$ cat config.mk
export PLATFORM = sky130hd
export DESIGN_NAME = bia_top
export DESIGN_NICKNAME = d
export VERILOG_FILES = /design/src/core/bia_pkg.sv /design/src/core/bia_bid_form.sv /design/src/core/bia_sync.sv /design/src/core/bia_top.sv
export SDC_FILE = /design/constraint.sdc
export NUM_CORES = 1
export LEC_CHECK = 0
export BUFFER_PORTS_ARGS = -buffer_cell sky130_fd_sc_hd__buf_4
export CELL_PAD_IN_SITES_DETAIL_PLACEMENT = 2
export CELL_PAD_IN_SITES_GLOBAL_PLACEMENT = 2
export CORE_UTILIZATION = 37
export DETAILED_ROUTE_END_ITERATION = 10
export GPL_TIMING_DRIVEN = 0
export PLACE_DENSITY_LB_ADDON = 0.1
export SKIP_LAST_GASP = 1
export SYNTH_ARGS = -nofsm -noshare
export SYNTH_HDL_FRONTEND = slang
export SYNTH_SLANG_ARGS = --single-unit
$ cat constraint.sdc
create_clock -name core_clk -period 35.1 [get_ports core_clk]
set_input_delay 1.755 -clock core_clk [delete_from_list [all_inputs] [get_ports core_clk]]
set_output_delay 1.755 -clock core_clk [all_outputs]
set_load 0.005 [all_outputs]
$ cat src/core/bia_pkg.sv
package bia_pkg;
    localparam int NSRC = 18;
    localparam int NCH = 4;
    localparam int BIDW = 8;

    // register offsets on the host bus
    localparam logic [5:0] OFF_CIR = 6'h10;
    localparam logic [5:0] OFF_ICW = 6'h11;
    localparam logic [5:0] OFF_IVEC = 6'h12;
    localparam logic [5:0] OFF_MASK0 = 6'h13;
    localparam logic [5:0] OFF_MASK1 = 6'h14;
    localparam logic [5:0] OFF_PROG0 = 6'h15;
    localparam logic [5:0] OFF_PROG1 = 6'h16;
    localparam logic [5:0] OFF_CTEN = 6'h17;
    localparam logic [5:0] OFF_LVL0 = 6'h18;
    localparam logic [5:0] OFF_GBCNT = 6'h1c;
    localparam logic [5:0] OFF_GCHAN = 6'h1d;
    localparam logic [5:0] OFF_GRX = 6'h1e;
    localparam logic [5:0] OFF_GTX = 6'h1f;
    localparam logic [5:0] OFF_UPDATE = 6'h2a;

    // field positions
    localparam int ICW_THR_LSB = 2;
    localparam int CH_LSB = 0;
    localparam logic [1:0] VEC_PLAIN = 2'b00;
    localparam logic [1:0] VEC_CHAN = 2'b01;
    localparam logic [1:0] VEC_TYPE = 2'b10;
    localparam logic [1:0] VEC_NONE = 2'b11;

    // fixed source identifiers (bits 4:2, or 3:2 where bit 4 is data)
    localparam logic [1:0] ID_RX = 2'b11;
    localparam logic [1:0] ID_TX = 2'b10;
    localparam logic [2:0] ID_BRK = 3'b100;
    localparam logic [2:0] ID_COS = 3'b001;
    localparam logic [2:0] ID_CT = 3'b101;

    // reset values
    localparam logic [7:0] CIR_RST = 8'h00;
    localparam logic [7:0] ICW_RST = 8'hfc;
    localparam logic [7:0] IVEC_RST = 8'h0f;
    localparam logic [7:0] MASK_RST = 8'h00;
    localparam logic [7:0] PROG_RST = 8'h00;
    localparam logic [7:0] LVL_RST = 8'h00;
    localparam logic [1:0] CTEN_RST = 2'b00;

    typedef struct packed {
        logic [3:0][3:0] rx_count;
        logic [3:0] rx_error;
        logic [3:0][3:0] tx_free;
        logic [3:0] brk;
        logic [3:0] cos;
        logic [1:0] ct_done;
    } bia_src_t;

    typedef struct packed {
        logic cen_n;
        logic rd_n;
        logic wr_n;
        logic iack_n;
        logic [5:0] addr;
        logic [7:0] data;
    } bia_bus_t;

    localparam logic [17:0] BUS_IDLE = 18'h3_c000;

    typedef enum logic [3:0] {
        ST_IDLE = 4'b0001,
        ST_READ = 4'b0010,
        ST_WRITE = 4'b0100,
        ST_IACK = 4'b1000
    } bia_state_t;
endpackage : bia_pkg

$ cat src/core/bia_bid_form.sv
`timescale 1ns/1ps
`default_nettype none
module bia_bid_form (
    input wire bia_pkg::bia_src_t src,
    input wire logic [7:0] mask0,
    input wire logic [7:0] mask1,
    input wire logic [7:0] prog0,
    input wire logic [7:0] prog1,
    input wire logic [1:0] cten,
    input wire logic [3:0][7:0] lvl,
    output logic [17:0][7:0] bids
);
    logic [1:0] ch;
    logic [7:0] m;
    logic [7:0] p;
    logic [1:0] rxf;
    logic [2:0] txf;

    // eighteen sources: rx 0..3, tx 4..7, break 8..11, change 12..15, timers 16..17
    always_comb begin
        bids = '0;
        ch = 2'b00;
        m = 8'h00;
        p = 8'h00;
        rxf = 2'b00;
        txf = 3'b000;
        for (int c = 0; c < bia_pkg::NCH; c++) begin
            ch = 2'(c);
            m = ch[1] ? mask1 : mask0;
            p = ch[1] ? prog1 : prog0;
            rxf = src.rx_count[c][3] ? 2'b11 : src.rx_count[c][2:1];
            txf = src.tx_free[c][3] ? 3'b111 : src.tx_free[c][2:0];
            // level 0 means bid while not empty / not full
            if (m[{ch[0], 2'b00}] && (src.rx_count[c] > {1'b0, lvl[c][2:0]})) begin
                bids[c] = {1'b1, rxf, src.rx_error[c], bia_pkg::ID_RX, ch};
            end
            if (m[{ch[0], 2'b01}] && (src.tx_free[c] > {1'b0, lvl[c][6:4]})) begin
                bids[4 + c] = {1'b0, txf, bia_pkg::ID_TX, ch};
            end
            if (m[{ch[0], 2'b10}] && src.brk[c]) begin
                bids[8 + c] = {p[7:5], bia_pkg::ID_BRK, ch};
            end
            if (m[{ch[0], 2'b11}] && src.cos[c]) begin
                bids[12 + c] = {p[4:2], bia_pkg::ID_COS, ch};
            end
        end
        if (cten[0] && src.ct_done[0]) begin
            bids[16] = {prog0[1:0], 1'b0, bia_pkg::ID_CT, 2'b00};
        end
        if (cten[1] && src.ct_done[1]) begin
            bids[17] = {prog1[1:0], 1'b0, bia_pkg::ID_CT, 2'b10};
        end
    end
endmodule : bia_bid_form
`default_nettype wire

$ cat src/core/bia_sync.sv
`timescale 1ns/1ps
`default_nettype none
module bia_sync #(
    parameter int W = 1,
    parameter logic [W-1:0] RST = '1
) (
    input wire logic core_clk,
    input wire logic rst,
    input wire logic [W-1:0] din,
    output logic [W-1:0] dout
);
    logic [W-1:0] s1_r;
    logic [W-1:0] s2_r;
    logic [W-1:0] s3_r;
    logic [W-1:0] dout_r;
    wire logic [W-1:0] agree = ~(s2_r ^ s3_r);

    // a bit changes only once the last two stages agree
    always_ff @(posedge core_clk) begin
        if (rst) begin
            s1_r <= RST;
            s2_r <= RST;
            s3_r <= RST;
            dout_r <= RST;
        end else begin
            s1_r <= din;
            s2_r <= s1_r;
            s3_r <= s2_r;
            dout_r <= (dout_r & ~agree) | (s3_r & agree);
        end
    end

    assign dout = dout_r;
endmodule : bia_sync
`default_nettype wire

$ cat src/core/bia_top.sv
// How it works
// - eighteen sources: four rx, four tx, four break, four change, two timers
// - each cycle winning bid is compared with threshold; interrupt only above it
// - threshold is six bits against bid bits 7:2; channel bits ignored
// - capture loads winning bid only on acknowledge or refresh command
// - bits 4:2 (3:2 for rx and tx, where bit 4 is data) name source type with fixed codes per source kind
// - rx bid: 1, count, error, id, channel; tx bid: 0, count, id, channel
// - break, change and timer bids take upper bits from programmable fields
// - the greatest bid value wins arbitration
// - identifier and channel bits are hardwired, not software writable
// - idle timer, empty rx and full tx never bid
// - equal upper bits: highest channel wins, channel D strongest
// - nonzero fill level setting holds off rx/tx bids until exceeded
// - per-half mask enables each rx, tx, break and change source's bidding; timers use their own enable bits
// - control bits 1:0 select the vector modification format
// - global rx read and tx write go to the captured channel
// - global count and channel reads are right justified views of capture
// - captured bid drives global decoding; vector modification uses the winning bid being captured in that cycle
// - write to 2Ah refreshes capture; host issues it when not acknowledging
// - request output alone never updates the capture register
// - acknowledge updates capture and, except with control bits 1:0 at 11, drives the vector onto the bus
`timescale 1ns/1ps
`default_nettype none
module bia_top (
    input wire logic core_clk,
    input wire logic rst,
    input wire logic cen_n,
    input wire logic rd_n,
    input wire logic wr_n,
    input wire logic [5:0] addr,
    input wire logic [7:0] data_in,
    output logic [7:0] data_out,
    output logic data_oe_n,
    input wire logic interrupt_acknowledge_n,
    output logic interrupt_request_n_out,
    output logic interrupt_request_n_oe_n,
    input wire bia_pkg::bia_src_t src,
    input wire logic [3:0][7:0] rx_data,
    output logic [3:0] rx_pop,
    output logic [3:0] tx_push,
    output logic [7:0] tx_data,
    output logic [7:0] current_interrupt_capture
);
    function automatic logic [7:0] bid_max(input logic [7:0] a, input logic [7:0] b);
        bid_max = (a > b) ? a : b;
    endfunction : bid_max

    function automatic logic [3:0] ch_onehot(input logic [1:0] c);
        ch_onehot = 4'h1 << c;
    endfunction : ch_onehot

    function automatic logic [7:0] vec_mod(input logic [7:0] v, input logic [1:0] f,
                                           input logic [7:0] b);
        case (f)
            bia_pkg::VEC_CHAN: vec_mod = {v[7:2], b[1:0]};
            bia_pkg::VEC_TYPE: vec_mod = {v[7:5], b[4:0]};
            default: vec_mod = v;
        endcase
    endfunction : vec_mod

    // host pins cross into core_clk
    bia_pkg::bia_bus_t pin_bus;
    bia_pkg::bia_bus_t s_bus;
    assign pin_bus = {cen_n, rd_n, wr_n, interrupt_acknowledge_n, addr, data_in};

    bia_sync #(
        .W(18),
        .RST(bia_pkg::BUS_IDLE)
    ) u_sync (
        .core_clk(core_clk),
        .rst(rst),
        .din(pin_bus),
        .dout(s_bus)
    );

    logic [7:0] cir_r;
    logic [7:0] icw_r;
    logic [7:0] ivec_r;
    logic [7:0] mask0_r;
    logic [7:0] mask1_r;
    logic [7:0] prog0_r;
    logic [7:0] prog1_r;
    logic [1:0] cten_r;
    logic [3:0][7:0] lvl_r;
    logic [5:0] addr_r;
    logic [7:0] wdat_r;
    logic [7:0] dout_r;
    logic dout_oe_n_r;
    logic irq_oe_n_r;
    logic [3:0] rx_pop_r;
    logic [3:0] tx_push_r;
    logic [7:0] tx_data_r;
    bia_pkg::bia_state_t st_r;
    bia_pkg::bia_state_t st_nxt;

    logic [17:0][7:0] bids;

    bia_bid_form u_bids (
        .src(src),
        .mask0(mask0_r),
        .mask1(mask1_r),
        .prog0(prog0_r),
        .prog1(prog1_r),
        .cten(cten_r),
        .lvl(lvl_r),
        .bids(bids)
    );

    // full 8-bit maximum: channel bits break ties in favour of the higher channel
    logic [7:0] win;
    always_comb begin
        win = 8'h00;
        for (int i = 0; i < bia_pkg::NSRC; i++) begin
            win = bid_max(win, bids[i]);
        end
    end

    wire logic [5:0] thr = icw_r[7:bia_pkg::ICW_THR_LSB];
    wire logic irq_req = win[7:2] > thr;

    // bus cycle decode
    wire logic rd_act = ~s_bus.cen_n & ~s_bus.rd_n;
    wire logic wr_act = ~s_bus.cen_n & ~s_bus.wr_n;
    wire logic ia_act = ~s_bus.iack_n;
    wire logic idle = st_r == bia_pkg::ST_IDLE;
    wire logic ia_start = idle & ia_act;
    wire logic rd_start = idle & ~ia_act & rd_act;
    wire logic wr_start = idle & ~ia_act & ~rd_act & wr_act;
    wire logic wr_end = (st_r == bia_pkg::ST_WRITE) & ~wr_act;
    wire logic upd_cmd = wr_end & (addr_r == bia_pkg::OFF_UPDATE);
    wire logic cap_en = ia_start | upd_cmd;
    wire logic [7:0] cir_nxt = cap_en ? win : cir_r;

    // views decoded from the captured bid; the vector uses the live winning bid
    wire logic cir_is_rx = cir_r[3:2] == bia_pkg::ID_RX;
    wire logic cir_is_tx = cir_r[3:2] == bia_pkg::ID_TX;
    wire logic [1:0] cir_ch = cir_r[1:0];
    wire logic [7:0] gbcnt = cir_is_rx ? {6'h00, cir_r[6:5]} :
                             cir_is_tx ? {5'h00, cir_r[6:4]} : 8'h00;
    wire logic [7:0] gchan = {6'h00, cir_ch};
    wire logic [7:0] grx = cir_is_rx ? rx_data[cir_ch] : 8'h00;
    wire logic vec_on = icw_r[1:0] != bia_pkg::VEC_NONE;
    wire logic [7:0] vec_out = vec_mod(ivec_r, icw_r[1:0], win);

    logic [7:0] rd_mux;
    always_comb begin
        case (s_bus.addr)
            bia_pkg::OFF_CIR: rd_mux = cir_r;
            bia_pkg::OFF_ICW: rd_mux = icw_r;
            bia_pkg::OFF_IVEC: rd_mux = ivec_r;
            bia_pkg::OFF_MASK0: rd_mux = mask0_r;
            bia_pkg::OFF_MASK1: rd_mux = mask1_r;
            bia_pkg::OFF_PROG0: rd_mux = prog0_r;
            bia_pkg::OFF_PROG1: rd_mux = prog1_r;
            bia_pkg::OFF_CTEN: rd_mux = {6'h00, cten_r};
            bia_pkg::OFF_GBCNT: rd_mux = gbcnt;
            bia_pkg::OFF_GCHAN: rd_mux = gchan;
            bia_pkg::OFF_GRX: rd_mux = grx;
            default: rd_mux = (s_bus.addr[5:2] == bia_pkg::OFF_LVL0[5:2]) ?
                              lvl_r[s_bus.addr[1:0]] : 8'h00;
        endcase
    end

    always_comb begin
        case (st_r)
            bia_pkg::ST_IDLE: begin
                if (ia_start) begin
                    st_nxt = bia_pkg::ST_IACK;
                end else if (rd_start) begin
                    st_nxt = bia_pkg::ST_READ;
                end else if (wr_start) begin
                    st_nxt = bia_pkg::ST_WRITE;
                end else begin
                    st_nxt = bia_pkg::ST_IDLE;
                end
            end
            bia_pkg::ST_READ: st_nxt = rd_act ? bia_pkg::ST_READ : bia_pkg::ST_IDLE;
            bia_pkg::ST_WRITE: st_nxt = wr_act ? bia_pkg::ST_WRITE : bia_pkg::ST_IDLE;
            bia_pkg::ST_IACK: st_nxt = ia_act ? bia_pkg::ST_IACK : bia_pkg::ST_IDLE;
            default: st_nxt = bia_pkg::ST_IDLE;
        endcase
    end

    wire logic wr_lvl = wr_end & (addr_r[5:2] == bia_pkg::OFF_LVL0[5:2]);

    always_ff @(posedge core_clk) begin
        if (rst) begin
            st_r <= bia_pkg::ST_IDLE;
            addr_r <= 6'h00;
            wdat_r <= 8'h00;
            cir_r <= bia_pkg::CIR_RST;
        end else begin
            st_r <= st_nxt;
            addr_r <= (rd_start | wr_start) ? s_bus.addr : addr_r;
            wdat_r <= ((st_r == bia_pkg::ST_WRITE) & wr_act) ? s_bus.data : wdat_r;
            cir_r <= cir_nxt;
        end
    end

    // configuration registers written at the trailing edge of a write
    always_ff @(posedge core_clk) begin
        if (rst) begin
            icw_r <= bia_pkg::ICW_RST;
            ivec_r <= bia_pkg::IVEC_RST;
            mask0_r <= bia_pkg::MASK_RST;
            mask1_r <= bia_pkg::MASK_RST;
            prog0_r <= bia_pkg::PROG_RST;
            prog1_r <= bia_pkg::PROG_RST;
            cten_r <= bia_pkg::CTEN_RST;
            lvl_r <= {4{bia_pkg::LVL_RST}};
        end else if (wr_end) begin
            icw_r <= (addr_r == bia_pkg::OFF_ICW) ? wdat_r : icw_r;
            ivec_r <= (addr_r == bia_pkg::OFF_IVEC) ? wdat_r : ivec_r;
            mask0_r <= (addr_r == bia_pkg::OFF_MASK0) ? wdat_r : mask0_r;
            mask1_r <= (addr_r == bia_pkg::OFF_MASK1) ? wdat_r : mask1_r;
            prog0_r <= (addr_r == bia_pkg::OFF_PROG0) ? wdat_r : prog0_r;
            prog1_r <= (addr_r == bia_pkg::OFF_PROG1) ? wdat_r : prog1_r;
            cten_r <= (addr_r == bia_pkg::OFF_CTEN) ? wdat_r[1:0] : cten_r;
            if (wr_lvl) begin
                lvl_r[addr_r[1:0]] <= {1'b0, wdat_r[6:4], 1'b0, wdat_r[2:0]};
            end
        end
    end

    // pin-facing outputs
    always_ff @(posedge core_clk) begin
        if (rst) begin
            dout_r <= 8'h00;
            dout_oe_n_r <= 1'b1;
            irq_oe_n_r <= 1'b1;
            rx_pop_r <= 4'h0;
            tx_push_r <= 4'h0;
            tx_data_r <= 8'h00;
        end else begin
            irq_oe_n_r <= ~irq_req;
            rx_pop_r <= (rd_start & (s_bus.addr == bia_pkg::OFF_GRX) & cir_is_rx) ?
                        ch_onehot(cir_ch) : 4'h0;
            tx_push_r <= (wr_end & (addr_r == bia_pkg::OFF_GTX) & cir_is_tx) ?
                         ch_onehot(cir_ch) : 4'h0;
            tx_data_r <= wr_end ? wdat_r : tx_data_r;
            if (ia_start) begin
                dout_r <= vec_out;
                dout_oe_n_r <= ~vec_on;
            end else if (rd_start) begin
                dout_r <= rd_mux;
                dout_oe_n_r <= 1'b0;
            end else if (st_nxt == bia_pkg::ST_IDLE) begin
                dout_oe_n_r <= 1'b1;
            end
        end
    end

    assign data_out = dout_r;
    assign data_oe_n = dout_oe_n_r;
    assign interrupt_request_n_out = 1'b0;
    assign interrupt_request_n_oe_n = irq_oe_n_r;
    assign rx_pop = rx_pop_r;
    assign tx_push = tx_push_r;
    assign tx_data = tx_data_r;
    assign current_interrupt_capture = cir_r;

    // helper terms for the vector and arbitration checks below
    logic dout_out_ok;
    logic win_ge_all;

    always_comb begin
        win_ge_all = 1'b1;
        for (int i = 0; i < bia_pkg::NSRC; i++) begin
            win_ge_all = win_ge_all & (win >= bids[i]);
        end
        dout_out_ok = dout_r == vec_mod(ivec_r, icw_r[1:0], cir_r);
    end
endmodule : bia_top
`default_nettype wire

# [Word level (Yosys, flattened, before mapping)]
# Index checks and enable logic that the tools add are counted.
[totals] ff_bits=206 input_bits=98 out_inout_bits=35 elab_cells=222
[op_classes] n_lt_le_gt_ge=31 n_eq_ne=32 shift=1 mux=69 bitwise=33 n_reduce_logical=31
[ops] op="2-to-1 mux 8 bit" count=39
[ops] op="> comparator 8 bit" count=17
[ops] op="equality test 6 x 5 -> 1 bit (second input constant)" count=19
[ops] op="case mux 8 bit (11 select lines)" count=1
[ops] op="bitwise AND 18 bit" count=2
[ops] op="inverter 18 bit" count=2
[ops] op="binary-select mux 8 bit (select 2 bit)" count=2
[ops] op="bitwise mux 32 bit" count=1
[ops] op="> comparator 4 x 3 -> 1 bit" count=8
[ops] op="2-to-1 mux 7 bit" count=4
[ops] op="2-to-1 mux 3 bit" count=9
[ops] op="logical AND 1 bit" count=19
[ops] op="OR 18 bit" count=1
[ops] op="XOR 18 bit" count=1
[ops] op="demux 8 bit (select 2 bit)" count=1
[ops] op="case mux 4 bit (4 select lines)" count=1
[ops] op="AND reduction 2 bit" count=8
[ops] op="bitwise AND 1 bit" count=15
[ops] op="equality test 4 x 3 -> 1 bit (second input constant)" count=3
[ops] op="2-to-1 mux 2 bit" count=5
[ops] op="inverter 1 bit" count=10
[ops] op="case mux 5 bit (2 select lines)" count=1
[ops] op="< comparator 2 x 3 -> 1 bit (second input constant)" count=3
[ops] op="equality test 4 x 1 -> 1 bit (second input constant)" count=2
[ops] op="other kinds (16)" count=23

# [Longest topological paths before layout]
# Gate-level depths: netlist (run 1).
[depth] word_depth=41 ltp_mapped=168 mapped_depth_nobuf=160

# [Modules after synthesis]
# A second synthesis (run 1) with hierarchy kept.
[unflattened] hier_cells=1953 area_unflattened_um2=15841.4
[by_module_without_submodules] mod="bia_top" n_inst=1 cells_per_inst=1516 area_per_inst_um2=12036.5 seq_area_each_um2=2522.4
[by_module_without_submodules] mod="bia_sync" n_inst=1 cells_per_inst=188 area_per_inst_um2=2095.8 seq_area_each_um2=1441.4
[by_module_without_submodules] mod="bia_bid_form" n_inst=1 cells_per_inst=249 area_per_inst_um2=1709.1 seq_area_each_um2=0.0

# [Least setup slack after synthesis (run 1)]
# OpenSTA, ideal clock, no wires.
[synth_timing] kind="input to register" from="input src[32] in the netlist's numbering" to="register irq_oe_n_r (netlist: interrupt_request_n_oe_n)" setup_ns=0.074 t_arrival_ns=30.031 required_ns=35.026 setup_slack_ns=4.995 stages=158 n_path_buf=8 cell_sequence="ha_1 a21oi_1 a32oi_1 o21ai_0 inv_1 o21ai_0 inv_1 ha_1 a21oi_1 o221ai_1 nor3_2 or2_2 mux2i_1 ha_1 a211oi_2 o21ba_1 buf_2 o22ai_1 [122 not listed] inv_1 ha_1 a21o_1 a21oi_1 nand2_1 a21o_1 a211oi_2 nor2_2 buf_4 a21boi_1 ha_1 nor2b_1 o21a_1 o21ai_0 nand2b_1 a21oi_1 nor2b_1 o21ai_0"
[synth_between] elab_chain_len=41 word_cells_on_any_way=42 cone_classes="order compare (20); mux (20); bitwise (1); reduce/logical (1)"
[synth_lines] item="start, declared" line="bia_top.sv:37" source="input wire bia_pkg::bia_src_t src,"
[synth_lines] item="> comparator 4 x 3 -> 1 bit" line="bia_bid_form.sv:34" source="if (m[{ch[0], 2'b00}] && (src.rx_count[c] > {1'b0, lvl[c][2:0]})) begin"
[synth_lines] item="logical AND 1 bit" line="bia_bid_form.sv:34"
[synth_lines] item="2-to-1 mux 8 bit (*)" line="bia_bid_form.sv:34"
[synth_lines] item="> comparator 1 x 8 -> 1 bit" line="bia_top.sv:45" source="bid_max = (a > b) ? a : b;"
[synth_lines] item="2-to-1 mux 8 bit (*)" line="bia_top.sv:45"
[synth_lines] item="> comparator 8 bit" line="bia_top.sv:45"
[synth_lines] item="2-to-1 mux 8 bit (*)" line="bia_top.sv:45"
[synth_lines] item="> comparator 8 bit" line="bia_top.sv:45"
[synth_lines] item="[25 not listed]"
[synth_lines] item="> comparator 8 bit" line="bia_top.sv:45"
[synth_lines] item="2-to-1 mux 8 bit (*)" line="bia_top.sv:45"
[synth_lines] item="> comparator 8 bit" line="bia_top.sv:45"
[synth_lines] item="2-to-1 mux 8 bit (*)" line="bia_top.sv:45"
[synth_lines] item="> comparator 8 bit" line="bia_top.sv:45"
[synth_lines] item="2-to-1 mux 8 bit (*)" line="bia_top.sv:45"
[synth_lines] item="> comparator 6 bit (*)" line="bia_top.sv:119" source="wire logic irq_req = win[7:2] > thr;"
[synth_lines] item="inverter 1 bit (*)" line="bia_top.sv:235" source="irq_oe_n_r <= ~irq_req;"
[synth_lines] item="end signal, assigned" line="bia_top.sv:235"
[synth_lines] item="end, declared" line="bia_top.sv:89" source="logic irq_oe_n_r;"
# Mark *: on every way between the ends. The rest lies on a longest branch, timed or not.
# A chain may end at the register's enable or synchronous reset.

# [Worst setup path after layout (run 1)]
[layout_timing] from="input src[36] in the netlist's numbering" to="register irq_oe_n_r (netlist: interrupt_request_n_oe_n)"
[layout_between] elab_chain_len=39 word_cells_on_any_way=40 cone_classes="order compare (19); mux (19); bitwise (1); reduce/logical (1)"
[layout_lines] item="> comparator 4 x 3 -> 1 bit" line="bia_bid_form.sv:34"
[layout_lines] item="logical AND 1 bit" line="bia_bid_form.sv:34"
[layout_lines] item="2-to-1 mux 8 bit (*)" line="bia_bid_form.sv:34"
[layout_lines] item="> comparator 8 bit" line="bia_top.sv:45"
[layout_lines] item="2-to-1 mux 8 bit (*)" line="bia_top.sv:45"
[layout_lines] item="> comparator 8 bit" line="bia_top.sv:45"
[layout_lines] item="2-to-1 mux 8 bit (*)" line="bia_top.sv:45"
[layout_lines] item="> comparator 8 bit" line="bia_top.sv:45"
[layout_lines] item="[23 not listed]"
[layout_lines] item="> comparator 8 bit" line="bia_top.sv:45"
[layout_lines] item="2-to-1 mux 8 bit (*)" line="bia_top.sv:45"
[layout_lines] item="> comparator 8 bit" line="bia_top.sv:45"
[layout_lines] item="2-to-1 mux 8 bit (*)" line="bia_top.sv:45"
[layout_lines] item="> comparator 8 bit" line="bia_top.sv:45"
[layout_lines] item="2-to-1 mux 8 bit (*)" line="bia_top.sv:45"
[layout_lines] item="> comparator 6 bit (*)" line="bia_top.sv:119"
[layout_lines] item="inverter 1 bit (*)" line="bia_top.sv:235"
# Marks and branches as above.

==> results of run 1 <==
power by group:
part / internal [W] / switching, W
clock: 0.000115 / 0.0000950
combinational: 0.0000117 / 0.0000123
sequential: 0.000227 / 0.00000127
worst max-delay path: cells and delay by family:
| family | cells | cell delay [ns] |
|---|---|---|
| buf+inv | 14 | 2.31 |
| fa+ha+maj | 19 | 5.44 |
| mux | 5 | 1.47 |
| compound gates | 76 | 15.85 |
| simple gates | 39 | 7.02 |
layer usage:
metal | track usage (%) | vias up | share of wire, %
li1 | - | 6063 | -
met1 | 35.0 | 6669 | 43
met2 | 52.5 | 302 | 51
met3 | 2.94 | 97 | 3.3
met4 | 9.99 | 0 | 3.1
met5 | 0 | - | 0
registers in the layout (all words and copies together) (netlist names), named ones only:
signal,cells
addr_r,6
cten_r,2
current_interrupt_capture,8
data_oe_n,1
data_out,8
icw_r,8
interrupt_request_n_oe_n,1
ivec_r,8
lvl_r,24
mask0_r,8
mask1_r,8
prog0_r,8
prog1_r,8
rx_pop,4
st_r,4
tx_data,8
tx_push,4
u_sync.s1_r,18
u_sync.s2_r,18
u_sync.s3_r,18
wdat_r,8
per-stage QoR:
step	setup WS [ns]	utilization, %	power, W	std cells	hold WS [ns]
4_1_cts	0.0975	44.1	0.000465	2198	0.428
3_3_place_gp	-1.81	42.0	0.000256	2163	0.396
6_report	1.57	45.0	0.000462	2214	0.420
3_5_place_dp	-2.63	42.0	0.000257	2163	0.411
5_1_grt	-0.359	45.0	0.000477	2214	0.450
2_1_floorplan	4.99	-	0.000242	1571	0.389
synthesized netlist by cell type (5+ instances only):
| library cell | number | share of area [%] |
|---|---|---|
| sky130_fd_sc_hd__dfxtp_1 | 198 | 30 |
| sky130_fd_sc_hd__nand2_1 | 168 | 4.7 |
| sky130_fd_sc_hd__nor2_1 | 159 | 4.5 |
| sky130_fd_sc_hd__ha_1 | 116 | 11 |
| sky130_fd_sc_hd__mux2i_1 | 97 | 7.3 |
| sky130_fd_sc_hd__o21ai_0 | 93 | 3.5 |
| sky130_fd_sc_hd__a21oi_1 | 82 | 3.1 |
| sky130_fd_sc_hd__inv_1 | 76 | 2.1 |
| sky130_fd_sc_hd__nor2b_1 | 62 | 2.9 |
| sky130_fd_sc_hd__clkbuf_1 | 44 | 1.2 |
| sky130_fd_sc_hd__nand3_1 | 29 | 1.1 |
| sky130_fd_sc_hd__and3_1 | 27 | 1.3 |
| sky130_fd_sc_hd__a21o_1 | 22 | 1.2 |
| sky130_fd_sc_hd__mux4_2 | 22 | 3.7 |
| sky130_fd_sc_hd__o21a_1 | 18 | 1.0 |
| sky130_fd_sc_hd__or2_2 | 17 | 0.79 |
| sky130_fd_sc_hd__a211oi_1 | 15 | 0.84 |
| sky130_fd_sc_hd__nand2b_1 | 14 | 0.65 |
| sky130_fd_sc_hd__a211o_1 | 13 | 0.85 |
| sky130_fd_sc_hd__a22oi_1 | 13 | 0.73 |
| sky130_fd_sc_hd__nor3_1 | 13 | 0.49 |
| sky130_fd_sc_hd__o211ai_1 | 13 | 0.73 |
| sky130_fd_sc_hd__a31oi_1 | 12 | 0.56 |
| sky130_fd_sc_hd__o31ai_1 | 11 | 0.62 |
| sky130_fd_sc_hd__and2_1 | 10 | 0.47 |
| sky130_fd_sc_hd__nand4_1 | 10 | 0.47 |
| sky130_fd_sc_hd__nor4_1 | 10 | 0.47 |
| sky130_fd_sc_hd__a32oi_1 | 8 | 0.52 |
| sky130_fd_sc_hd__nand3b_1 | 8 | 0.45 |
| sky130_fd_sc_hd__o21ai_1 | 8 | 0.30 |
| sky130_fd_sc_hd__buf_1 | 7 | 0.20 |
| sky130_fd_sc_hd__o21ai_2 | 6 | 0.39 |
| sky130_fd_sc_hd__o32ai_1 | 6 | 0.39 |
| sky130_fd_sc_hd__or3_1 | 6 | 0.28 |
| sky130_fd_sc_hd__a22o_1 | 5 | 0.33 |
| sky130_fd_sc_hd__and4_1 | 5 | 0.33 |
| sky130_fd_sc_hd__o21bai_1 | 5 | 0.28 |
logic make-up after synthesis:
kind of cell | Yosys count | share of synthesized area [%]
other | 1 | 0.0280
adders and majority gates | 117 | 10.9
muxes | 128 | 11.9
AOI/OAI and AO/OA | 413 | 21.9
buffers and inverters | 139 | 4.23
and+or+nand+nor | 574 | 21.3
xor gates and xnor gates | 1 | 0.0654
DFF | 198 | 29.6
worst max path at each step:
| stage | from | to | cells past startpoint |
|---|---|---|---|
| final | src[36] | interrupt_request_n_oe_n | 153 |
| after global routing | src[36] | interrupt_request_n_oe_n | 161 |
| after CTS | src[32] | interrupt_request_n_oe_n | 159 |
| after detailed placement | src[32] | interrupt_request_n_oe_n | 154 |
| after global placement | src[32] | interrupt_request_n_oe_n | 156 |
| after floorplan | src[32] | interrupt_request_n_oe_n | 158 |
area by class of cell:
class                   count  area (um2)  area share (%)
clock buffers              19         433            2.70
clock inverters            13         186            1.16
well taps                 461         577            3.60
plain buffers              59         270            1.69
inverters                  79         297            1.85
repair buffers            151        1130            7.08
multi-input cells        1234        9160            57.2
flip-flops and latches    198        3960            24.7
what timing repair did:
| item | in CTS | in global routing |
|---|---|---|
| endpoints found under the setup margin | 14 | 14 |
| setup buffers | 3 | 17 |
| resized for setup | 23 | 55 |
| pin swaps | 2 | 13 |
| hold buffers | 0 | 0 |
==> results_tabular.tex, run 1 <==
\begin{tabular}{lr}
\hline
Metric & Value \\
\hline
\multicolumn{2}{l}{\textbf{Outcome}} \\
\quad Outcome & complete, no violations \\
\multicolumn{2}{l}{\textbf{Synthesis}} \\
\quad Synthesized netlist cell count & 1571 \\
\quad Count of flip-flops with a built-in enable after synthesis & 0 \\
\quad Most used DFF post-synth & sky130\_fd\_sc\_hd\_\_dfxtp\_1 \\
\quad Area of the mapped netlist & 13400 um2 \\
\quad Flip-flop and latch count after synthesis & 198 \\
\quad Part of the Yosys area used for sequential elements & 29.6\% \\
\quad Synthesized area per cell & 8.52 um2 \\
\quad Post-Syn Nets & 1785 \\
\quad Synth warn & 0 \\
\quad Number of library cell types mapped by synthesis & 113 \\
\quad Async SR Flop Fraction & 0\% \\
\multicolumn{2}{l}{\textbf{Floorplanning}} \\
\quad Core Area & 35600 um2 \\
\quad Number of primary I/O pins & 133 \\
\quad Area of the die & 36900 um2 \\
\quad Die width & 192 um \\
\quad Floorplan die height & 192 um \\
\quad Initial core utilization & 37.6\% \\
\quad Row Count & 69 \\
\multicolumn{2}{l}{\textbf{Drt}} \\
\quad Via total after detailed routing & 13.1k \\
\quad Detailed-route wire length per cell & 24.1 um \\
\quad Final wirelength & 53400 um \\
\quad Pre-Repair DR Iteration Count & 5 \\
\quad DRC & 0 \\
\quad Number of nets with antenna violations after routing & 0 \\
\quad Post-detailed-route via-to-cell ratio & 5.93 \\
\quad Initial detailed-routing violation count & 691 \\
\multicolumn{2}{l}{\textbf{Placement}} \\
\quad Placed wire-length estimate & 41600 um \\
\quad IO buf count & 131 \\
\quad Dpl cell area & 14900 um2 \\
\quad Routability Congestion & 0.916 \\
\multicolumn{2}{l}{\textbf{Layout}} \\
\quad Share of final-layout standard cells stronger than drive strength 1 & 19.2\% \\
\quad Commonest cells after routing, fill and taps aside & sky130\_fd\_sc\_hd\_\_dfxtp\_1 (198), sky130\_fd\_sc\_hd\_\_nand2\_1 (167), sky130\_fd\_sc\_hd\_\_nor2\_1 (157) \\
\quad Number of inserted diodes & 0 \\
\quad Final standard cell area without fillers & 16000 um2 \\
\quad Final-layout fill cell count & 3982 \\
\quad Total Nets Final & 1954 \\
\quad Most frequent standard cell in the layout excluding fill and tap cells & sky130\_fd\_sc\_hd\_\_dfxtp\_1 \\
\quad Area growth, synth to finish & 19.7\% \\
\multicolumn{2}{l}{\textbf{Hold path}} \\
\quad WHS Endpoint & u\_sync.s2\_r[14] \\
\quad Kind of path behind the tightest hold check & register to register \\
\quad Worst hold path startpoint & u\_sync.s1\_r[14] \\
\quad Worst Hold Depth & 1 \\
\multicolumn{2}{l}{\textbf{Clock network}} \\
\quad Later-pin clock latency in the skew report & 0.45 ns \\
\quad TritonCTS clock tree & built \\
\quad CTS buffer count & 17 \\
\quad Root buf cell & sky130\_fd\_sc\_hd\_\_clkbuf\_16 \\
\quad Clock sinks & 198 \\
\quad Clk buf depth & 2 \\
\quad Clock slew seen by the registers of the worst setup and hold paths & 0.07 ns \\
\quad CTS H-tree lvls & 4 \\
\multicolumn{2}{l}{\textbf{Setup path}} \\
\quad Maximum fanout encountered on the critical timing path & 10 \\
\quad Reg2reg end & interrupt\_request\_n\_oe\_n \\
\quad Worst Setup Start Kind & input port \\
\quad Critical path required time & 35.45 ns \\
\quad Highest cell delay on the worst timing path & 0.49 ns \\
\quad Slowest-stage cell, CP & sky130\_fd\_sc\_hd\_\_o41ai\_4 \\
\quad Length in cells of the worst reg-to-reg path & 153 \\
\quad Critical register-to-register path startpoint & lvl\_r[10] \\
\quad FF-to-FF setup slack & 2.59 ns \\
\quad Most common cell on crit path & sky130\_fd\_sc\_hd\_\_ha\_1 \\
\quad Critical Path AT & 33.88 ns \\
\quad Crit path capture type & register \\
\quad Start-to-end type of the worst setup path & input port to register \\
\multicolumn{2}{l}{\textbf{Global route}} \\
\quad Largest net degree at the start of global routing & 19 \\
\quad Number of antenna violations at the first check in global routing & 0 \\
\quad Tot GR Track Use & 28.9\% \\
\quad Grt total ovfl & 0 \\
\quad Via count of the first global-routing pass & 14.2k \\
\quad First-pass GRT wire length & 81100 um \\
\multicolumn{2}{l}{\textbf{STA}} \\
\quad Final critical path time including I/O delays and setup & 33.53 ns \\
\quad Number of endpoints failing setup at the final stage & 0 \\
\quad Number of hold violations in the final report & 0 \\
\quad Worst slew margin relative to its limit & 15.5\% \\
\quad Fin. max-slew vios & 0 \\
\quad Max Clock Freq & 0.0298 GHz \\
\quad Setup TNS Final & 0 ns \\
\quad Worst setup skew after layout & 0.0151 ns \\
\quad Transition time at the pin with the least slew margin & 1.26 ns \\
\quad Share of the cycle needed by the critical path after routing & 95.5\% \\
\multicolumn{2}{l}{\textbf{Pwr}} \\
\quad Power density over the cells & 28.8 nW/um2 \\
\quad Peak supply drop & 0.0392 mV \\
\quad Leakage power & 7.07 nW \\
\multicolumn{2}{l}{\textbf{Run}} \\
\quad Number of max-cap violations & 0 \\
\hline
\end{tabular}
No activity file was read; power rests on OpenSTA's default activity.
==> run 2: changes to the inputs <==
--- a/config.mk
+++ b/config.mk
@@ -8,10 +8,10 @@
 export BUFFER_PORTS_ARGS = -buffer_cell sky130_fd_sc_hd__buf_4
 export CELL_PAD_IN_SITES_DETAIL_PLACEMENT = 2
 export CELL_PAD_IN_SITES_GLOBAL_PLACEMENT = 2
-export CORE_UTILIZATION = 37
+export CORE_UTILIZATION = 27
 export DETAILED_ROUTE_END_ITERATION = 10
 export GPL_TIMING_DRIVEN = 0
-export PLACE_DENSITY_LB_ADDON = 0.1
+export PLACE_DENSITY = 0.7
 export SKIP_LAST_GASP = 1
 export SYNTH_ARGS = -nofsm -noshare
 export SYNTH_HDL_FRONTEND = slang
==> run 2 against run 1 <==
  * Sequential cell count unchanged
  * Global-route usage down 7.8 points
  * First-iteration DRC count down 16%
  * Fmax up 1.7%
  * Register-to-register slack better by 0.54 ns
  * Wire length up 0.22%
  * Final cell count up 9.3%
  * Sequential share of layout area down 0.29 points
  * Count of clock-buffer cells in the layout down 2
  * Power down 2.1%
  * Largest cell class unchanged
==> results_tabular.tex, run 2 (synthesis gave the netlist of run 1 again) <==
\begin{tabular}{lr}
\hline
Metric & Value \\
\hline
\multicolumn{2}{l}{\textbf{Floorplanning}} \\
\quad Core Area & 49000 um2 (+38\%) \\
\quad Initial core utilization & 27.3\% (-10 points) \\
\quad Row Count & 81 (+17\%) \\
\quad Floorplan die height & 225 um (+17\%) \\
\quad Area of the die & 50500 um2 (+37\%) \\
\quad Number of primary I/O pins & 133 (unchanged) \\
\quad Die width & 225 um (+17\%) \\
\multicolumn{2}{l}{\textbf{Drt}} \\
\quad Via total after detailed routing & 12.8k (-2.3\%) \\
\quad Final wirelength & 53600 um (+0.22\%) \\
\quad Pre-Repair DR Iteration Count & 5 (unchanged) \\
\quad Initial detailed-routing violation count & 577 (-16\%) \\
\quad Number of nets with antenna violations after routing & 0 (unchanged) \\
\quad DRC & 0 (unchanged) \\
\quad Detailed-route wire length per cell & 22.1 um (-8.3\%) \\
\quad Post-detailed-route via-to-cell ratio & 5.30 (-11\%) \\
\multicolumn{2}{l}{\textbf{Layout}} \\
\quad Area growth, synth to finish & 21.1\% \\
\quad Final Non-Filler Cells & 2420 (+9.3\%) \\
\quad Most frequent standard cell in the layout excluding fill and tap cells & sky130\_fd\_sc\_hd\_\_dfxtp\_1 \\
\quad Number of inserted diodes & 0 (unchanged) \\
\quad Share of final-layout standard cells stronger than drive strength 1 & 19.2\% (-0.033 points) \\
\quad Final standard cell area without fillers & 16200 um2 (+1.2\%) \\
\quad Largest reg by FF count & lvl\_r \\
\quad Total Nets Final & 1958 (+0.20\%) \\
\quad Flip-flop count of the largest register after layout & 24 (unchanged) \\
\quad Final-layout fill cell count & 5590 (+40\%) \\
\quad Commonest cells after routing, fill and taps aside & sky130\_fd\_sc\_hd\_\_dfxtp\_1 (198), sky130\_fd\_sc\_hd\_\_nand2\_1 (167), sky130\_fd\_sc\_hd\_\_buf\_4 (158) \\
\multicolumn{2}{l}{\textbf{Setup path}} \\
\quad Start-to-end type of the worst setup path & input port to register \\
\quad Critical path required time & 35.45 ns (about the same) \\
\quad Critical Path AT & 33.34 ns (-0.54 ns) \\
\quad Most common cell on crit path & sky130\_fd\_sc\_hd\_\_ha\_1 \\
\quad Highest cell delay on the worst timing path & 0.60 ns (+0.11 ns) \\
\quad Maximum fanout encountered on the critical timing path & 10 (unchanged) \\
\quad Worst Setup Start Kind & input port \\
\quad Crit path capture type & register \\
\quad Slowest-stage cell, CP & sky130\_fd\_sc\_hd\_\_or4\_1 \\
\multicolumn{2}{l}{\textbf{Clock network}} \\
\quad Later-pin clock latency in the skew report & 0.45 ns (about the same) \\
\quad CTS H-tree lvls & 4 (unchanged) \\
\quad Clock sinks & 198 (unchanged) \\
\quad Clk buf depth & 2 (unchanged) \\
\quad Clock slew seen by the registers of the worst setup and hold paths & 0.07 ns (about the same) \\
\quad TritonCTS clock tree & built \\
\quad Count of hold buffers inserted by post-cts repair & 0 (unchanged) \\
\quad Root buf cell & sky130\_fd\_sc\_hd\_\_clkbuf\_16 \\
\quad CTS buffer count & 17 (unchanged) \\
\multicolumn{2}{l}{\textbf{Placement}} \\
\quad DP Cell Count & 2366 (+9.4\%) \\
\quad IO buf count & 131 (unchanged) \\
\quad Placed wire-length estimate & 42700 um (+2.5\%) \\
\quad Routability Congestion & 0.921 (+0.57\%) \\
\quad Dpl cell area & 15200 um2 (+1.7\%) \\
\multicolumn{2}{l}{\textbf{STA}} \\
\quad Worst slew margin relative to its limit & 12.8\% (-2.7 points) \\
\quad Share of the cycle needed by the critical path after routing & 94.0\% (-1.6 points) \\
\quad WHS & 0.413 ns (-0.00715 ns) \\
\quad Worst setup skew after layout & 0.0149 ns (-0.000177 ns) \\
\quad Number of hold violations in the final report & 0 (unchanged) \\
\quad Number of endpoints failing setup at the final stage & 0 (unchanged) \\
\quad Transition time at the pin with the least slew margin & 1.30 ns (+0.0403 ns) \\
\quad Final critical path time including I/O delays and setup & 32.98 ns (-0.547 ns) \\
\quad Fin. max-slew vios & 0 (unchanged) \\
\quad Max Clock Freq & 0.0303 GHz (+1.7\%) \\
\multicolumn{2}{l}{\textbf{Pwr}} \\
\quad Power density over the cells & 27.9 nW/um2 (-3.3\%) \\
\quad Peak supply drop & 0.0407 mV (+3.9\%) \\
\quad Leakage power & 7.06 nW (-0.18\%) \\
\multicolumn{2}{l}{\textbf{Global route}} \\
\quad Via count of the first global-routing pass & 13.8k (-2.2\%) \\
\quad Tot GR Track Use & 21.0\% (-7.8 points) \\
\quad Largest net degree at the start of global routing & 20 (+1) \\
\quad First-pass GRT wire length & 81500 um (+0.46\%) \\
\quad Grt total ovfl & 0 (unchanged) \\
\quad Number of antenna violations at the first check in global routing & 0 (unchanged) \\
\multicolumn{2}{l}{\textbf{Outcome}} \\
\quad Outcome & complete, no violations \\
\multicolumn{2}{l}{\textbf{Hold path}} \\
\quad Kind of path behind the tightest hold check & register to register \\
\multicolumn{2}{l}{\textbf{Run}} \\
\quad Number of max-cap violations & 0 (unchanged) \\
\hline
\end{tabular}
-- run 2: changes by cell type in the layout (fill, tap and decap cells not counted), sizes merged --
cell,before,now
clkinvlp,1,2
inv,82,85
buf,166,171
clkbuf,63,60
bufinv,3,1
clkinv,6,5
-- run 2: worst paths after layout --
check	endpoint	slack, ns	startpoint	cells after the start
min reg2reg	u_sync.s2_r[15]	0.41	u_sync.s1_r[15]	1
min	u_sync.s2_r[15]	0.41	u_sync.s1_r[15]	1
max	interrupt_request_n_oe_n	2.12	src[36]	160
max reg2reg	interrupt_request_n_oe_n	3.13	lvl_r[10]	160
-- run 2: what timing repair did --
action                                  CTS  global route
endpoints found under the setup margin   14            14
pin swaps                                 3            14
buffers inserted                          7            17
resized for setup                        26            48
endpoints found under the hold margin     0             0
-- run 2: area by class of cell --
type | instances | area (um2) | share of cell area (%)
clock inverter | 14 | 156 | 0.965
sequential | 198 | 3960 | 24.4
buffer | 59 | 273 | 1.68
tap | 664 | 831 | 5.12
multi-input combinational | 1234 | 9100 | 56.2
timing repair buffer | 155 | 1160 | 7.18
clock buffer | 17 | 425 | 2.62
inverter | 79 | 297 | 1.83
-- run 2: per-stage QoR --
step	setup WS, ns	setup TNS (ns)	util, %	total power [W]
2_1_floorplan	4.99	0	-	0.000242
3_3_place_gp	-1.83	-12.29	31.1	0.000257
3_5_place_dp	-3.04	-28.25	31.1	0.000258
4_1_cts	0.0403	0	32.6	0.000456
5_1_grt	-0.0692	-0.0692	33.1	0.000467
6_report	2.12	0	33.1	0.000452
-- run 2: critical path, delay by kind of cell --
family / cells / cell delay, ns
AND/OR/NAND/NOR: 41 / 6.90
adder cells (fa/ha/maj): 19 / 5.58
AO/OA/AOI/OAI: 81 / 15.62
buffers and inverters: 15 / 2.35
multiplexers: 4 / 1.07
-- run 2: routing by layer --
layer	part of all wire [%]	wire length (um)	GRT usage [%]
met2	51	27200	38.0
met3	3.2	1740	2.26
met1	43	23200	25.8
met5	0	0	0
met4	2.6	1410	7.29
-- run 2: where the power goes --
| group | internal, W | total [W] | leakage [nW] | switching, W |
|---|---|---|---|---|
| registers | 0.000227 | 0.000228 | 1.60 | 0.00000114 |
| logic | 0.0000116 | 0.0000242 | 5.17 | 0.0000126 |
| clock network | 0.000101 | 0.000200 | 0.280 | 0.0000989 |
| total | 0.000340 | 0.000452 | 7.06 | 0.000113 |
==> run 3: changes to the inputs <==
--- a/config.mk
+++ b/config.mk
@@ -15,4 +15,5 @@
 export SKIP_LAST_GASP = 1
 export SYNTH_ARGS = -nofsm -noshare
 export SYNTH_HDL_FRONTEND = slang
+export SYNTH_HIERARCHICAL = 1
 export SYNTH_SLANG_ARGS = --single-unit
==> run 3 against run 2 <==
  * Non-clock buffer count up 90
  * Wire length up 13%
  * Setup slack better by 0.042 ns
  * Critical path type unchanged
  * Largest cell class unchanged
  * Via count up 17%
  * Core utilization down 0.18 points
==> results_tabular.tex, run 3 <==
\begin{tabular}{lr}
\hline
Metric & Value \\
\hline
\multicolumn{2}{l}{\textbf{Synthesis}} \\
\quad Most used DFF post-synth & sky130\_fd\_sc\_hd\_\_dfxtp\_1 \\
\quad Cell type with the highest aggregate area in the netlist & sky130\_fd\_sc\_hd\_\_dfxtp\_1 \\
\quad Number of library cell types mapped by synthesis & 96 (-15\%) \\
\quad Synthesized area per cell & 8.11 um2 (-4.8\%) \\
\quad Share of the synthesized area in compound gates (AO/OA/AOI/OAI) & 20.6\% (-1.3 points) \\
\quad Dominant combinational cell family by area after synthesis & compound AO/OA/AOI/OAI gates \\
\quad Share of Yosys cell area claimed by the top area cell type & 25.0\% (-4.6 points) \\
\quad Area of the mapped netlist & 15800 um2 (+18\%) \\
\quad Multiplexer area fraction after synthesis & 11.1\% (-0.72 points) \\
\quad Synthesized netlist cell count & 1953 (+24\%) \\
\quad Flip-flop and latch count after synthesis & 198 (unchanged) \\
\quad Top post-synthesis cells by count & sky130\_fd\_sc\_hd\_\_nor2\_1 (207), sky130\_fd\_sc\_hd\_\_dfxtp\_1 (198), sky130\_fd\_sc\_hd\_\_inv\_1 (189) \\
\quad Count of flip-flops with a built-in enable after synthesis & 0 (unchanged) \\
\quad Most repeated cell in the gate-level netlist after synthesis & sky130\_fd\_sc\_hd\_\_nor2\_1 \\
\quad Part of the Yosys area used for sequential elements & 25.0\% (-4.6 points) \\
\quad Async SR Flop Fraction & 0\% (unchanged) \\
\quad Simple-gate share of the synthesized area & 19.4\% (-1.9 points) \\
\quad Xor-xnor portion of the synthesized cell area & 0.111\% (+0.045 points) \\
\quad Synth warn & 6 (+6) \\
\quad Largest cells by area after synthesis & sky130\_fd\_sc\_hd\_\_dfxtp\_1 (25\%), sky130\_fd\_sc\_hd\_\_ha\_1 (13\%), sky130\_fd\_sc\_hd\_\_mux2i\_1 (6.6\%) \\
\quad Area share of fa/ha/maj cells after synthesis & 13.3\% (+2.4 points) \\
\multicolumn{2}{l}{\textbf{Clock network}} \\
\quad CTS H-tree lvls & 4 (unchanged) \\
\quad Clk buf depth & 2 (unchanged) \\
\quad TritonCTS clock tree & built \\
\quad Later-pin clock latency in the skew report & 0.45 ns (about the same) \\
\quad Count of hold buffers inserted by post-cts repair & 0 (unchanged) \\
\quad Clock sinks & 198 (unchanged) \\
\quad Clock slew seen by the registers of the worst setup and hold paths & 0.08 ns (about the same) \\
\quad CTS buffer count & 17 (unchanged) \\
\quad Root buf cell & sky130\_fd\_sc\_hd\_\_clkbuf\_16 \\
\multicolumn{2}{l}{\textbf{Layout}} \\
\quad Most frequent standard cell in the layout excluding fill and tap cells & sky130\_fd\_sc\_hd\_\_buf\_4 \\
\quad Area growth, synth to finish & 20.2\% \\
\quad Largest reg by FF count & lvl\_r \\
\quad Share of final-layout standard cells stronger than drive strength 1 & 19.7\% (+0.46 points) \\
\quad Final Non-Filler Cells & 2949 (+22\%) \\
\quad Commonest cells after routing, fill and taps aside & sky130\_fd\_sc\_hd\_\_buf\_4 (230), sky130\_fd\_sc\_hd\_\_nor2\_1 (203), sky130\_fd\_sc\_hd\_\_dfxtp\_1 (198) \\
\quad Area of the multi-input gates & 10800 um2 (+18\%) \\
\quad Post-layout util & 32.9\% (-0.18 points) \\
\quad Flip-flop count of the largest register after layout & 24 (unchanged) \\
\quad Storage cell area & 3960 um2 (unchanged) \\
\quad Final-layout fill cell count & 6681 (+20\%) \\
\quad Total Nets Final & 2437 (+24\%) \\
\multicolumn{2}{l}{\textbf{Drt}} \\
\quad Initial detailed-routing violation count & 617 (+6.9\%) \\
\quad Via total after detailed routing & 15.0k (+17\%) \\
\quad Number of nets with antenna violations after routing & 0 (unchanged) \\
\quad Post-detailed-route via-to-cell ratio & 5.09 (-4.0\%) \\
\quad Final wirelength & 60300 um (+13\%) \\
\quad DRC & 0 (unchanged) \\
\quad Detailed-route wire length per cell & 20.4 um (-7.6\%) \\
\quad Pre-Repair DR Iteration Count & 6 (+1) \\
\multicolumn{2}{l}{\textbf{Floorplanning}} \\
\quad Floorplan die height & 244 um (+8.7\%) \\
\quad Number of primary I/O pins & 133 (unchanged) \\
\quad Row Count & 88 (+8.6\%) \\
\quad Core Area & 57800 um2 (+18\%) \\
\quad Area of the die & 59600 um2 (+18\%) \\
\quad Die width & 244 um (+8.7\%) \\
\quad Initial core utilization & 27.4\% (+0.060 points) \\
\multicolumn{2}{l}{\textbf{Setup path}} \\
\quad Critical Path AT & 33.31 ns (-0.03 ns) \\
\quad Start-to-end type of the worst setup path & input port to register \\
\quad Worst Setup Start Kind & input port \\
\quad Slowest-stage cell, CP & sky130\_fd\_sc\_hd\_\_mux2\_2 \\
\quad FF-to-FF setup slack & 3.17 ns (+0.04 ns) \\
\quad Most common cell on crit path & sky130\_fd\_sc\_hd\_\_ha\_1 \\
\quad Maximum fanout encountered on the critical timing path & 10 (unchanged) \\
\quad Buffer and inverter count on the worst path & 25 (+10) \\
\quad Critical path required time & 35.47 ns (+0.02 ns) \\
\quad Worst path top cell family by delay & compound AO/OA/AOI/OAI gates \\
\quad Highest cell delay on the worst timing path & 0.41 ns (-0.19 ns) \\
\quad Crit path capture type & register \\
\multicolumn{2}{l}{\textbf{STA}} \\
\quad Worst slew margin relative to its limit & 23.6\% (+11 points) \\
\quad Number of hold violations in the final report & 0 (unchanged) \\
\quad Max Clock Freq & 0.0304 GHz (+0.13\%) \\
\quad Transition time at the pin with the least slew margin & 1.13 ns (-0.163 ns) \\
\quad Worst setup skew after layout & 0.0102 ns (-0.00468 ns) \\
\quad Share of the cycle needed by the critical path after routing & 93.9\% (-0.12 points) \\
\quad WHS & 0.412 ns (-0.00114 ns) \\
\quad Final critical path time including I/O delays and setup & 32.94 ns (-0.0420 ns) \\
\quad Fin. max-slew vios & 0 (unchanged) \\
\quad Number of endpoints failing setup at the final stage & 0 (unchanged) \\
\multicolumn{2}{l}{\textbf{Placement}} \\
\quad IO buf count & 130 (-0.76\%) \\
\quad Placed wire-length estimate & 49900 um (+17\%) \\
\quad DP Cell Count & 2894 (+22\%) \\
\quad Routability Congestion & 0.874 (-5.1\%) \\
\multicolumn{2}{l}{\textbf{Global route}} \\
\quad Largest net degree at the start of global routing & 20 (unchanged) \\
\quad Via count of the first global-routing pass & 16.5k (+19\%) \\
\quad Tot GR Track Use & 20.0\% (-1.0 points) \\
\quad Number of antenna violations at the first check in global routing & 1 (+1) \\
\quad Grt total ovfl & 0 (unchanged) \\
\quad First-pass GRT wire length & 93400 um (+15\%) \\
\multicolumn{2}{l}{\textbf{Outcome}} \\
\quad Outcome & complete, no violations \\
\multicolumn{2}{l}{\textbf{Run}} \\
\quad Number of max-cap violations & 0 (unchanged) \\
\multicolumn{2}{l}{\textbf{Hold path}} \\
\quad Kind of path behind the tightest hold check & register to register \\
\hline
\end{tabular}
==> run 3: cell families after synthesis <==
| family | Yosys count |
|---|---|
| adder cells (fa/ha/maj) | 169 |
| other | 2 |
| flip-flops | 198 |
| AO/OA/AOI/OAI | 466 |
| multiplexers | 147 |
| buffers and inverters | 342 |
| AND/OR/NAND/NOR | 627 |
| XOR/XNOR | 2 |
==> run 3: worst paths after layout <==
| check | depth (start not counted) | end | from |
|---|---|---|---|
| worst min-delay path | 1 | u_sync/s2_r[14] | u_sync/s1_r[14] |
| worst min register to register | 1 | u_sync/s2_r[14] | u_sync/s1_r[14] |
| worst max-delay path | 156 | interrupt_request_n_oe_n | src[32] |
| worst max register to register | 157 | interrupt_request_n_oe_n | lvl_r[10] |
==> run 3: routing by layer <==
metal	global-route usage (%)	part of all wire (%)
met1	24.6	45
met2	36.2	50
met3	1.80	2.6
met4	6.88	3.1
met5	0	0
==> run 3: cell type report <==
class / instances / share of cell area (%)
Timing Repair Buffer: 153 / 6.03
Antenna cell: 1 / 0.0131
Buffer: 151 / 4.95
Clock inverter: 13 / 0.710
Sequential cell: 198 / 20.8
Inverter: 189 / 3.73
Multi-Input combinational cell: 1460 / 56.5
Tap cell: 765 / 5.03
Clock buffer: 19 / 2.27
==> run 3: what timing repair did <==
action | in CTS | in global routing
setup endpoints to repair | 14 | 14
pin swaps | 4 | 11
hold endpoints to repair | 0 | 0
gates resized for setup | 30 | 79
cloned | 0 | 1
buffers inserted | 4 | 19
==> run 3: metrics by stage <==
step	TNS, ns	instance area, um2	setup WS, ns
detailed placement	-27.78	17900	-3.15
CTS	0	18700	0.0104
floorplan	0	16000	5.07
finish	0	19000	2.16
global route	-0.0557	19000	-0.0557
global placement	-15.25	17900	-2.22
Power of run 3 is not shown: default switching activity piles up to over one toggle a cycle in this logic, so the estimate is an artifact.
